==> config.mk <==
export PLATFORM = sky130hd
export DESIGN_NAME = serial_lane_output_control
export DESIGN_NICKNAME = d
export VERILOG_FILES = /design/src/logic/lane_ctrl_pkg.sv /design/src/logic/serial_lane_output_control.sv /design/src/logic/word_fifo.sv /design/src/logic/prbs_gen.sv
export SDC_FILE = /design/constraint.sdc
export NUM_CORES = 1
export LEC_CHECK = 0
export BUFFER_PORTS_ARGS = -buffer_cell sky130_fd_sc_hd__buf_2
export CAP_MARGIN = 20
export CORE_MARGIN = 2
export CORE_UTILIZATION = 63
export CTS_BUF_LIST = sky130_fd_sc_hd__clkbuf_8
export DETAILED_ROUTE_END_ITERATION = 10
export PLACE_DENSITY = 0.83
export SLEW_MARGIN = 20
export SYNTH_ARGS = -nofsm -noshare
export SYNTH_HDL_FRONTEND = slang
export SYNTH_SLANG_ARGS = --single-unit
export TNS_END_PERCENT = 100
==> constraint.sdc <==
create_clock -name clock_i -period 4.3 [get_ports clock_i]
set_input_delay 0.215 -clock clock_i [delete_from_list [all_inputs] [get_ports clock_i]]
set_output_delay 0.215 -clock clock_i [all_outputs]
set_load 0.05 [all_outputs]
==> src/logic/lane_ctrl_pkg.sv <==
// package: register map, fields and types for the lane output control
package lane_ctrl_pkg;
	localparam logic [11:0] lane2_config_checksum_addr = 12'h84c;
	localparam logic [11:0] lane1_config_checksum_addr = 12'h84d;
	localparam logic [11:0] lane_a_output_control_addr = 12'h870;
	localparam logic [11:0] lane_b_output_control_addr = 12'h871;
	localparam logic [11:0] prbs_ctrl_addr = 12'h80b;
	localparam int scr_in_bit = 6;
	localparam int mode_hi_bit = 5;
	localparam int mode_lo_bit = 4;
	localparam int invert_bit = 2;
	localparam int edge_bit = 1;
	localparam int pd_bit = 0;
	localparam logic [7:0] ctrl_writable_mask = 8'h77;
	localparam logic [7:0] ctrl_reset = 8'h00;
	localparam logic [1:0] prbs_reset = 2'h0;
	localparam logic [9:0] const_word = 10'h000;
	localparam logic [9:0] toggle_one = 10'h001;
	localparam int fifo_depth = 32;
	localparam int link_param_count = 12;

	typedef enum logic [1:0] {
		out_encoder,
		out_constant,
		out_toggle,
		out_prbs
	} lane_mode_type;

	typedef struct packed {
		logic scrambler_input_select;
		lane_mode_type mode;
		logic lane_invert;
		logic falling_edge;
		logic lane_power_down;
	} lane_cfg_type;

	typedef struct packed {
		logic [11:0] addr;
		logic [7:0] wdata;
		logic wr;
		logic rd;
	} reg_req_type;
endpackage

==> src/logic/serial_lane_output_control.sv <==
// file: two-lane source, output mode, polarity and power control
`timescale 1ns/1ps
module serial_lane_output_control
	import lane_ctrl_pkg::*;
#(
	parameter int word_width = 10,
	parameter int depth = fifo_depth
) (
	input wire logic clock_i,
	input wire logic sys_rst_i,
	input wire logic [11:0] reg_addr_i,
	input wire logic [7:0] reg_wdata_i,
	input wire logic reg_wr_i,
	input wire logic reg_rd_i,
	output logic [7:0] reg_rdata_o,
	input wire logic [7:0] link_param_i [link_param_count],
	input wire logic [word_width-1:0] frame_a_i,
	input wire logic [word_width-1:0] frame_b_i,
	input wire logic frame_valid_i,
	output logic frame_ready_o,
	input wire logic [word_width-1:0] enc_a_i,
	input wire logic [word_width-1:0] enc_b_i,
	output logic [word_width-1:0] scr_in_a_o,
	output logic [word_width-1:0] scr_in_b_o,
	output logic [word_width-1:0] lane_a_o,
	output logic [word_width-1:0] lane_b_o,
	output logic lane_valid_o,
	input wire logic lane_ready_i,
	output logic lane_a_falling_edge_o,
	output logic lane_b_falling_edge_o,
	output logic lane_a_power_down_o,
	output logic lane_b_power_down_o
);
	// the prbs-7 recurrence check needs seven bits of history
	initial begin
		if (word_width < 7 || depth < 2)
			$error("serial_lane_output_control: bad parameters");
	end

	reg_req_type req;
	lane_cfg_type cfg_a;
	lane_cfg_type cfg_b;
	logic [7:0] ctrl_a;
	logic [7:0] ctrl_b;
	logic [1:0] prbs_pattern_select;
	logic [7:0] checksum;
	logic [7:0] next_rdata;
	logic toggle_phase;
	logic [word_width-1:0] prbs_word;
	logic [2*word_width-1:0] fifo_out;
	logic fifo_valid;
	logic fifo_pop;
	logic [word_width-1:0] next_lane_a;
	logic [word_width-1:0] next_lane_b;

	assign req = '{addr: reg_addr_i, wdata: reg_wdata_i, wr: reg_wr_i,
		rd: reg_rd_i};
	assign cfg_a = lane_cfg_type'({ctrl_a[6:4], ctrl_a[2:0]});
	assign cfg_b = lane_cfg_type'({ctrl_b[6:4], ctrl_b[2:0]});

	// separate registers per lane; one write never touches the other
	always_ff @(posedge clock_i or posedge sys_rst_i) begin
		if (sys_rst_i) begin
			ctrl_a <= ctrl_reset;
			ctrl_b <= ctrl_reset;
			prbs_pattern_select <= prbs_reset;
		end else if (req.wr) begin
			case (req.addr)
			lane_a_output_control_addr:
				ctrl_a <= req.wdata & ctrl_writable_mask;
			lane_b_output_control_addr:
				ctrl_b <= req.wdata & ctrl_writable_mask;
			prbs_ctrl_addr:
				prbs_pattern_select <= req.wdata[1:0];
			default: ;
			endcase
		end
	end

	// checksum recomputed live; both lanes share one link parameter set
	always_comb begin
		checksum = 8'h00;
		for (int i = 0; i < link_param_count; i++)
			checksum = checksum + link_param_i[i];
	end

	always_comb begin
		case (req.addr)
		lane2_config_checksum_addr: next_rdata = checksum;
		lane1_config_checksum_addr: next_rdata = checksum;
		lane_a_output_control_addr: next_rdata = ctrl_a;
		lane_b_output_control_addr: next_rdata = ctrl_b;
		prbs_ctrl_addr: next_rdata = {6'h00, prbs_pattern_select};
		default: next_rdata = 8'h00;
		endcase
	end

	always_ff @(posedge clock_i or posedge sys_rst_i) begin
		if (sys_rst_i)
			reg_rdata_o <= 8'h00;
		else if (req.rd)
			reg_rdata_o <= next_rdata;
	end

	// frame data buffered so a stalled lane back-pressures assembly
	word_fifo #(.width(2*word_width), .depth(depth)) u_fifo (
		.clock_i(clock_i),
		.sys_rst_i(sys_rst_i),
		.in_valid_i(frame_valid_i),
		.in_ready_o(frame_ready_o),
		.in_data_i({frame_a_i, frame_b_i}),
		.out_valid_o(fifo_valid),
		.out_ready_i(lane_ready_i),
		.out_data_o(fifo_out)
	);
	assign fifo_pop = fifo_valid && lane_ready_i;

	prbs_gen #(.width(word_width)) u_prbs (
		.clock_i(clock_i),
		.sys_rst_i(sys_rst_i),
		.prbs_pattern_select_i(prbs_pattern_select),
		.advance_i(lane_ready_i),
		.word_o(prbs_word)
	);

	always_ff @(posedge clock_i or posedge sys_rst_i) begin
		if (sys_rst_i)
			toggle_phase <= 1'b0;
		else if (lane_ready_i)
			toggle_phase <= ~toggle_phase;
	end

	// scrambler input select
	always_ff @(posedge clock_i or posedge sys_rst_i) begin
		if (sys_rst_i) begin
			scr_in_a_o <= '0;
			scr_in_b_o <= '0;
		end else if (lane_ready_i) begin
			scr_in_a_o <= cfg_a.scrambler_input_select ? prbs_word
				: fifo_out[2*word_width-1:word_width];
			scr_in_b_o <= cfg_b.scrambler_input_select ? prbs_word
				: fifo_out[word_width-1:0];
		end
	end

	function automatic logic [word_width-1:0] pick(lane_cfg_type c,
		logic [word_width-1:0] enc, logic [word_width-1:0] prbs,
		logic ph);
		logic [word_width-1:0] v;
		v = '0;
		case (c.mode)
		out_encoder: v = enc;
		out_constant: v = word_width'(const_word);
		out_toggle: v = ph ? word_width'(toggle_one)
			: word_width'(const_word);
		out_prbs: v = prbs;
		default: v = '0;
		endcase
		return c.lane_invert ? ~v : v;
	endfunction

	assign next_lane_a = pick(cfg_a, enc_a_i, prbs_word, toggle_phase);
	assign next_lane_b = pick(cfg_b, enc_b_i, prbs_word, toggle_phase);

	// powered-down lane parks at zero to avoid pad activity
	always_ff @(posedge clock_i or posedge sys_rst_i) begin
		if (sys_rst_i) begin
			lane_a_o <= '0;
			lane_b_o <= '0;
			lane_valid_o <= 1'b0;
		end else if (lane_ready_i) begin
			lane_a_o <= cfg_a.lane_power_down ? '0 : next_lane_a;
			lane_b_o <= cfg_b.lane_power_down ? '0 : next_lane_b;
			lane_valid_o <= fifo_pop;
		end
	end

	assign lane_a_falling_edge_o = cfg_a.falling_edge;
	assign lane_b_falling_edge_o = cfg_b.falling_edge;
	assign lane_a_power_down_o = cfg_a.lane_power_down;
	assign lane_b_power_down_o = cfg_b.lane_power_down;

	// previous prbs word; the all-ones seed stands in before the first
	logic [word_width-1:0] prbs_last;
	logic [2*word_width-1:0] prbs_pair;
	logic prbs_started;
	logic prbs7_ok;
	always_ff @(posedge clock_i or posedge sys_rst_i) begin
		if (sys_rst_i) begin
			prbs_last <= '1;
			prbs_started <= 1'b0;
		end else if (lane_ready_i) begin
			prbs_last <= prbs_started ? prbs_word : prbs_last;
			prbs_started <= 1'b1;
		end
	end
	assign prbs_pair = {prbs_last, prbs_word};
	// each new bit is the xor of the bits seven and six before it
	always_comb begin
		prbs7_ok = 1'b1;
		for (int m = 0; m < word_width; m++) begin
			if (prbs_pair[m] != (prbs_pair[m+7] ^ prbs_pair[m+6]))
				prbs7_ok = 1'b0;
		end
	end

	a_const_mode: assert property (@(posedge clock_i)
		disable iff (sys_rst_i)
		lane_ready_i && cfg_a.mode == out_constant
		&& !cfg_a.lane_power_down && !cfg_a.lane_invert
		|=> lane_a_o == '0)
		else $error("constant mode not zero");
	a_invert_flip: assert property (@(posedge clock_i)
		disable iff (sys_rst_i)
		lane_ready_i && cfg_a.mode == out_constant
		&& !cfg_a.lane_power_down && cfg_a.lane_invert
		|=> lane_a_o == '1)
		else $error("inverted constant not all ones");
	a_encoder_pass: assert property (@(posedge clock_i)
		disable iff (sys_rst_i)
		lane_ready_i && cfg_b.mode == out_encoder
		&& !cfg_b.lane_power_down
		|=> lane_b_o == ($past(cfg_b.lane_invert) ? ~$past(enc_b_i)
		: $past(enc_b_i)))
		else $error("encoder path wrong");
	a_toggle_alt: assert property (@(posedge clock_i)
		disable iff (sys_rst_i)
		lane_ready_i && cfg_a.mode == out_toggle
		&& !cfg_a.lane_power_down && !cfg_a.lane_invert
		##1 lane_ready_i && $stable(ctrl_a)
		|=> lane_a_o != $past(lane_a_o) && lane_a_o[word_width-1:1] == '0)
		else $error("toggle not alternating");
	a_prbs_path: assert property (@(posedge clock_i)
		disable iff (sys_rst_i)
		lane_ready_i && cfg_a.mode == out_prbs
		&& !cfg_a.lane_power_down && !cfg_a.lane_invert
		|=> lane_a_o == $past(prbs_word))
		else $error("prbs mode wrong");
	a_prbs7_taps: assert property (@(posedge clock_i)
		disable iff (sys_rst_i)
		lane_ready_i && !prbs_pattern_select[1] |=> prbs7_ok)
		else $error("prbs-7 recurrence broken");
	a_power_down: assert property (@(posedge clock_i)
		disable iff (sys_rst_i)
		lane_ready_i && cfg_b.lane_power_down |=> lane_b_o == '0)
		else $error("powered lane active");
	a_pd_level: assert property (@(posedge clock_i)
		disable iff (sys_rst_i)
		reg_wr_i && reg_addr_i == lane_a_output_control_addr
		|=> lane_a_power_down_o == $past(reg_wdata_i[pd_bit]))
		else $error("power-down level wrong");
	a_scr_frame: assert property (@(posedge clock_i)
		disable iff (sys_rst_i)
		lane_ready_i && !cfg_a.scrambler_input_select
		|=> scr_in_a_o == $past(fifo_out[2*word_width-1:word_width]))
		else $error("scrambler not from frame");
	a_scr_frame_b: assert property (@(posedge clock_i)
		disable iff (sys_rst_i)
		lane_ready_i && !cfg_b.scrambler_input_select
		|=> scr_in_b_o == $past(fifo_out[word_width-1:0]))
		else $error("lane b scrambler not from frame");
	a_scr_prbs: assert property (@(posedge clock_i)
		disable iff (sys_rst_i)
		lane_ready_i && cfg_b.scrambler_input_select
		|=> scr_in_b_o == $past(prbs_word))
		else $error("scrambler not from prbs");
	a_lane_indep: assert property (@(posedge clock_i)
		disable iff (sys_rst_i)
		reg_wr_i && reg_addr_i == lane_a_output_control_addr
		|=> $stable(ctrl_b))
		else $error("lane b changed by lane a write");
	a_lane_b_indep: assert property (@(posedge clock_i)
		disable iff (sys_rst_i)
		reg_wr_i && reg_addr_i == lane_b_output_control_addr
		|=> $stable(ctrl_a))
		else $error("lane a changed by lane b write");
	a_edge_out: assert property (@(posedge clock_i)
		disable iff (sys_rst_i)
		reg_wr_i && reg_addr_i == lane_b_output_control_addr
		|=> lane_b_falling_edge_o == $past(reg_wdata_i[edge_bit]))
		else $error("edge select wrong");
	a_edge_a: assert property (@(posedge clock_i)
		disable iff (sys_rst_i)
		reg_wr_i && reg_addr_i == lane_a_output_control_addr
		|=> lane_a_falling_edge_o == $past(reg_wdata_i[edge_bit]))
		else $error("lane a edge select wrong");
	a_checksum_ro: assert property (@(posedge clock_i)
		disable iff (sys_rst_i)
		reg_rd_i && reg_addr_i == lane1_config_checksum_addr
		|=> reg_rdata_o == $past(checksum))
		else $error("checksum read wrong");
	a_checksum2_ro: assert property (@(posedge clock_i)
		disable iff (sys_rst_i)
		reg_rd_i && reg_addr_i == lane2_config_checksum_addr
		|=> reg_rdata_o == $past(checksum))
		else $error("second checksum read wrong");
	a_read_hold: assert property (@(posedge clock_i)
		disable iff (sys_rst_i)
		!reg_rd_i |=> $stable(reg_rdata_o))
		else $error("read data changed without a read");
	a_lane_hold: assert property (@(posedge clock_i)
		disable iff (sys_rst_i)
		!lane_ready_i |=> $stable(lane_a_o) && $stable(lane_b_o)
		&& $stable(lane_valid_o))
		else $error("lane output moved while stalled");
	c_prbs_mode: cover property (@(posedge clock_i)
		cfg_a.mode == out_prbs && lane_valid_o);
	c_toggle_mode: cover property (@(posedge clock_i)
		cfg_b.mode == out_toggle && lane_ready_i);
	c_fifo_full: cover property (@(posedge clock_i) !frame_ready_o);
	c_inverted: cover property (@(posedge clock_i)
		cfg_a.lane_invert && lane_valid_o);
	c_powered_down: cover property (@(posedge clock_i)
		cfg_b.lane_power_down && lane_ready_i);
endmodule

==> src/logic/word_fifo.sv <==
// file: small flop-based fifo with valid/ready on both sides
`timescale 1ns/1ps
module word_fifo #(
	parameter int width = 10,
	parameter int depth = 32
) (
	input wire logic clock_i,
	input wire logic sys_rst_i,
	input wire logic in_valid_i,
	output logic in_ready_o,
	input wire logic [width-1:0] in_data_i,
	output logic out_valid_o,
	input wire logic out_ready_i,
	output logic [width-1:0] out_data_o
);
	localparam int aw = $clog2(depth);
	initial begin
		if (depth < 2 || (1 << aw) != depth || width < 1)
			$error("word_fifo: depth must be a power of two >= 2");
	end
	logic [width-1:0] mem [depth];
	logic [aw:0] wr_ptr;
	logic [aw:0] rd_ptr;
	logic push;
	logic pop;
	assign in_ready_o = (wr_ptr - rd_ptr) != (aw+1)'(depth);
	assign out_valid_o = wr_ptr != rd_ptr;
	assign push = in_valid_i && in_ready_o;
	assign pop = out_valid_o && out_ready_i;
	assign out_data_o = mem[rd_ptr[aw-1:0]];
	always_ff @(posedge clock_i) begin
		if (push)
			mem[wr_ptr[aw-1:0]] <= in_data_i;
	end
	always_ff @(posedge clock_i or posedge sys_rst_i) begin
		if (sys_rst_i) begin
			wr_ptr <= '0;
			rd_ptr <= '0;
		end else begin
			if (push)
				wr_ptr <= wr_ptr + 1'b1;
			if (pop)
				rd_ptr <= rd_ptr + 1'b1;
		end
	end
	a_fifo_no_overflow: assert property (@(posedge clock_i)
		disable iff (sys_rst_i) (wr_ptr - rd_ptr) <= (aw+1)'(depth))
		else $error("fifo count beyond depth");
endmodule

==> src/logic/prbs_gen.sv <==
// file: selectable prbs-7/23/31 generator producing parallel words
`timescale 1ns/1ps
module prbs_gen #(
	parameter int width = 10
) (
	input wire logic clock_i,
	input wire logic sys_rst_i,
	input wire logic [1:0] prbs_pattern_select_i,
	input wire logic advance_i,
	output logic [width-1:0] word_o
);
	logic [30:0] state;
	logic [30:0] next_state;
	logic [width-1:0] next_word;
	always_comb begin
		next_state = state;
		next_word = '0;
		for (int i = 0; i < width; i++) begin
			logic fb;
			fb = 1'b0;
			case (prbs_pattern_select_i)
			2'h2: fb = next_state[22] ^ next_state[17];
			2'h3: fb = next_state[30] ^ next_state[27];
			default: fb = next_state[6] ^ next_state[5];
			endcase
			next_word[width-1-i] = fb;
			next_state = {next_state[29:0], fb};
		end
	end
	always_ff @(posedge clock_i or posedge sys_rst_i) begin
		if (sys_rst_i) begin
			state <= 31'h7fffffff;
			word_o <= '0;
		end else if (advance_i) begin
			state <= next_state;
			word_o <= next_word;
		end
	end
endmodule

* Yosys cells after proc, flatten, opt, wreduce, memory -nomap -nowiden
Memory sizes are Yosys's and may differ from the RTL's.
Index checks and enable logic that the tools add are counted.
Widths: inputs -> output; s select.
** Storage, ports and cells
- Flip-flop bits (word level) :: 117
- RAM bits :: 640
- Input port bits :: 162
- Logic and storage cells :: 107
- Memories kept :: 1
** Memory list
- u_fifo.mem :: depth 32, width 20, rd ports 1, clocked after memory_dff 0, wr ports 1, RTL line word_fifo.sv:21 : logic [width-1:0] mem [depth];
** Operators by class
- $add $sub $neg :: 14
- Equal/unequal tests :: 15
- Mux-type cells :: 22
- Bitwise logic cells :: 33
- Reductions and logical operators :: 8
** Operators by type and width (count)
- $add 8x8->8 :: 11
- $pmux 10 s4 :: 2
- $eq 12x12->1 const B :: 5
- $mux 10 :: 6
- $pmux 8 s4 :: 1
- $xor 1x1->1 :: 30
- $not 10->10 :: 2
- $pmux 1 s2 :: 10
- $add 6x1->6 const B :: 2
- $eq 2x2->1 const B :: 6
- $ne 6x6->1 :: 1
- $ne 6x6->1 const B :: 1
- $reduce_and 2->1 :: 3
- $sub 6x6->6 :: 1
- $eq 2x1->1 const B :: 2
- $logic_not 2->1 :: 2
- $mux 1 :: 3
- $logic_and 1x1->1 :: 2
- $reduce_or 2->1 :: 1
- $not 1->1 :: 1

* Longest topological paths before layout
- Word-level depth :: 12
- Depth in mapped cells :: 18
- Gate-level depth less buffers :: 18

* Modules after synthesis
A second synthesis with hierarchy kept.
** Second synthesis, totals
- Cells, all modules :: 1720
- Area, all modules :: 32272.2 um^2
** Modules (own cells, without submodules)
- word_fifo :: times used 1, cells each 1078, area each 25149.1 um^2
- serial_lane_output_control :: times used 1, cells each 483, area each 5131.2 um^2
- prbs_gen :: times used 1, cells each 159, area each 1991.9 um^2

* Worst setup path after synthesis
No wires, ideal clock.
- Path type :: input to register
- Start :: input link_param_i[51] (netlist name)
- End :: register reg_rdata_o[7]
- Setup time :: 0.120 ns
- Data arrival time :: 4.273 ns
- Path slack :: -0.093 ns
- Stages on the path :: 16
- Path buffers :: 0
- Cells stage by stage :: fa_1 > inv_1 > fa_1 > inv_1 > fa_1 > fa_1 > inv_1 > fa_1 > inv_1 > ha_1 > a21o_1 > a21oi_1 > o21bai_1 > a21oi_1 > xnor3_1 > a31o_2
** On the way
- Longest elaborated chain between the ends :: 8
** Ends and longest elaborated chain
- from (decl) :: RTL line serial_lane_output_control.sv:16 : input wire logic [7:0] link_param_i [link_param_count],
- $add 8x8->8 (7 in a row) :: RTL line serial_lane_output_control.sv:84 : checksum = checksum + link_param_i[i];
- $pmux 8 s4 :: RTL line serial_lane_output_control.sv:88 : case (req.addr)
- to (signal assigned) :: RTL line serial_lane_output_control.sv:102 : reg_rdata_o <= next_rdata;
- to (decl) :: RTL line serial_lane_output_control.sv:15 : output logic [7:0] reg_rdata_o,
Every way passes these cells.
A chain may end at the register's enable or synchronous reset.

* Worst setup path in the final report
- Start :: register u_fifo.rd_ptr[1]
- End :: memory u_fifo.mem[8][10] (netlist name), enable pin
** On the way
- Longest elaborated chain between the ends :: 5
** Ends and longest elaborated chain
- from (decl) :: RTL line word_fifo.sv:23 : logic [aw:0] rd_ptr;
- from (signal assigned) :: RTL line word_fifo.sv:43 : rd_ptr <= rd_ptr + 1'b1;
- $sub 6x6->6 :: RTL line word_fifo.sv:26 : assign in_ready_o = (wr_ptr - rd_ptr) != (aw+1)'(depth);
- $ne 6x6->1 :: RTL line word_fifo.sv:26
- $logic_and 1x1->1 :: RTL line word_fifo.sv:28 : assign push = in_valid_i && in_ready_o;
- $mux 1 :: RTL line word_fifo.sv:32 : if (push)
- $mux 1 (not written as such) :: RTL line word_fifo.sv:33 : mem[wr_ptr[aw-1:0]] <= in_data_i;
- to (decl) :: RTL line word_fifo.sv:21
Every way passes these cells.

==> run_results.csv <==
group,metric,value,unit
run_status,status,"finished, final reports clean",
synthesis,synth_adder_area_share,0.0463,
grt,grt_pass1_vias,18900,
route,dr.pass1.iters,5,
synthesis,synth_top_family_by_area,"multiplexers",
placement,pre_cts_slack,-0.289,ns
route,wire_per_inst,25.7,µm
power,max-vdd-ir-drop,588,µV
grt,grt_overflow,0,
grt,grt_usage,0.287,
placement,placed_area,0.0344,mm²
synthesis,ys_seq_elements,757,
layout,nets,2380,
clock_network,clock_latency,0.73,ns
clock_network,cts_setup_buffers,0,
worst_hold_path,min_path_type,"in -> async",
layout,nFillCells,2981,
synthesis,ys_seq_area_frac,0.680,
grt,grt_pass1_wl,112,mm
clock_network,cts_made_buffers,112,
synthesis,synth_ff_type,"edfxtp_1",
flow_run,cap_violations,0,
placement,portBuffers,213,
timing,period_share,0.985,
critical_path,path_max_fanout,15,
layout,layout-drive-gt1-share,0.315,
synthesis,ys_types,57,
die,ioPinCount,216,
timing,relSlewSlack,0.257,
timing,setup_violations,0,
synthesis,synth_area,0.0326,mm²
timing,drv_slew,0,
route,ant_nets,0,
clock_network,clkTransAtPathRegs,0.07,ns
timing,max_freq,236,MHz
clock_network,cts.path.max_buffers,3,
critical_path,crit_type,"reg -> reg",
timing,rsz0062_at_grt,"yes",
route,remaining_drc_errors,0,
die,die-area,0.0536,mm²
synthesis,synth-simple-area-share,0.0392,
critical_path,worstPathArrival,4.65,ns
critical_path,cp-end-kind,"flip-flop",
grt,antenna_found_initial,4,
timing,fin_crit,4.23,ns
synthesis,yosys_warnings,0,
synthesis,synthArstFlopShare,0.155,
placement,hpwl,45.2,mm
layout,final_cell_mix,"edfxtp_1, buf_2, inv_1, mux4_2, clkbuf_8",
clock_network,root_buffer,"clkbuf_8",
synthesis,syn_avg_cell_area,17.9,µm²
layout,syn_to_final_growth,14.0,%
timing,fin_ws,0.0651,ns
clock_network,h-tree-depth,3,
timing,hold_violations,0,
synthesis,synth_nets,2063,
layout,design_area,0.0372,mm²
die,start_util,0.637,
critical_path,start_kind,"flip-flop",
die,die_h,232,µm
route,num_vias,18100,
route,drt_iter0_markers,1826,
clock_network,cts_tree,"built",
synthesis,synthXorXnorAreaFrac,0.0241,
clock_network,cts_sinks,757,
synthesis,synth_compound_area_frac,0.0407,
layout,final_common_cell,"edfxtp_1",
synthesis,synth_edf_count,640,
die,dieWidth,232,µm
critical_path,r2r_slack,0.07,ns
grt,grt_max_degree,143,
synthesis,synth.area.mux_share,0.136,
synthesis,syn_inst,1818,
die,rows,83,
power,p_leak,13.5,nW
timing,tightestPinTransition,1.11,ns
timing,fin_skew,0.0468,ns
die,core_area,0.0512,mm²
critical_path,cp_data_required_time,4.71,ns
route,wl,74.8,mm
placement,finalWeightedCongestion,0.856,
timing,whs,0.0574,ns
route,vias_per_cell,6.21,
power,power_density,645,mW/mm²
==> critical path: stages, from the launching register on <==
cell and delay, ns:
dfrtp_4 0.43, clkinv_2 0.33, ha_1 0.46, nor2b_1 0.16
o21bai_1 0.19, and4_1 0.23, a2111o_1 0.35, nand3_1 0.63
nor2_2 0.78, buf_4 0.35
==> report_power, final <==
part	internal [W]	switching (W)	total [W]	leakage, nW
clock	0.00336	0.00274	0.00610	1.32
combinational	0.00366	0.00474	0.00840	5.03
sequential	0.00890	0.000579	0.00948	7.14
==> synthesized netlist by cell type, types with 21 or more instances <==
| library cell | instances | area [µm²] |
|---|---|---|
| a211oi_1 | 41 | 308 |
| xnor2_1 | 40 | 350 |
| xor2_1 | 47 | 412 |
| buf_2 | 21 | 105 |
| edfxtp_1 | 640 | 19200 |
| dfstp_2 | 31 | 815 |
| clkbuf_1 | 28 | 105 |
| a22oi_1 | 26 | 195 |
| nor2_1 | 71 | 267 |
| dfrtp_1 | 86 | 2150 |
| fa_1 | 63 | 1260 |
| and2_1 | 24 | 150 |
| o22ai_1 | 22 | 138 |
| mux2_2 | 65 | 732 |
| nand2_1 | 80 | 300 |
| or4_1 | 22 | 165 |
| inv_1 | 118 | 443 |
| a31oi_1 | 22 | 138 |
| nor2b_1 | 21 | 131 |
| o21ai_0 | 21 | 105 |
| mux4_2 | 147 | 3310 |
==> metrics by stage <==
step           std cells  power, W  TNS (ns)   util
2_1_floorplan       1818    0.0156         0      -
3_3_place_gp        2663    0.0177    -0.367  0.671
3_5_place_dp        2663    0.0180    -0.579  0.672
4_1_cts             2908    0.0241         0  0.725
5_1_grt             2910    0.0251   -0.0872  0.726
6_report            2911    0.0240         0  0.726
==> cell families (layout without fill, tap and decap cells) <==
group / after synthesis / after routing
other cells: 0 / 2
buf+inv: 212 / 623
xor+xnor: 88 / 88
flops: 757 / 757
compound gates: 190 / 190
mux: 231 / 231
fa+ha+maj: 83 / 83
simple gates: 257 / 257
==> routing by layer <==
layer | vias to the layer above | track usage | part of all wire
met5 | - | 0 | 0.00017
met1 | 9228 | 0.374 | 0.37
met4 | 2 | 0.114 | 0.036
li1 | 7668 | - | -
met3 | 171 | 0.0623 | 0.091
met2 | 1021 | 0.477 | 0.50
==> flip-flops by register name, summed over array words and instances (netlist names), 8 cells and up <==
name,flops
reg_rdata_o,8
scr_in_a_o,10
lane_b_o,10
scr_in_b_o,10
u_prbs.state,31
u_fifo.mem,640
lane_a_o,10
u_prbs.word_o,10
==> repair_timing <==
action / 4_1_cts / 5_1_grt
setup endpoints to repair: 0 / 7
hold buffers: 37 / 0
endpoints found under the hold margin: 105 / 0
resized for setup: 0 / 1
==> final timing paths <==
path,endpoint,depth (start not counted),from
max,u_fifo.mem[8][10],9,u_fifo.rd_ptr[1]
min,u_fifo.wr_ptr[3],3,sys_rst_i
max reg2reg,u_fifo.mem[8][10],9,u_fifo.rd_ptr[1]
min reg2reg,u_prbs.state[7],2,u_prbs.state[7]
max in group asynchronous,prbs_pattern_select[0],5,sys_rst_i
min in group clock_i,u_fifo.mem[30][17],1,frame_a_i[7]
==> layout make-up <==
class	instances	area (µm²)	area share
Antenna cell	2	5.00	0.000135
Clock inverter	92	779	0.0210
Multi-Input combinational cell	849	9450	0.254
Timing Repair Buffer	296	1840	0.0495
Tap cell	680	851	0.0229
Sequential cell	757	22200	0.597
Inverter	119	450	0.0121
Clock buffer	116	1600	0.0430
(Power assumes the default switching activity.)
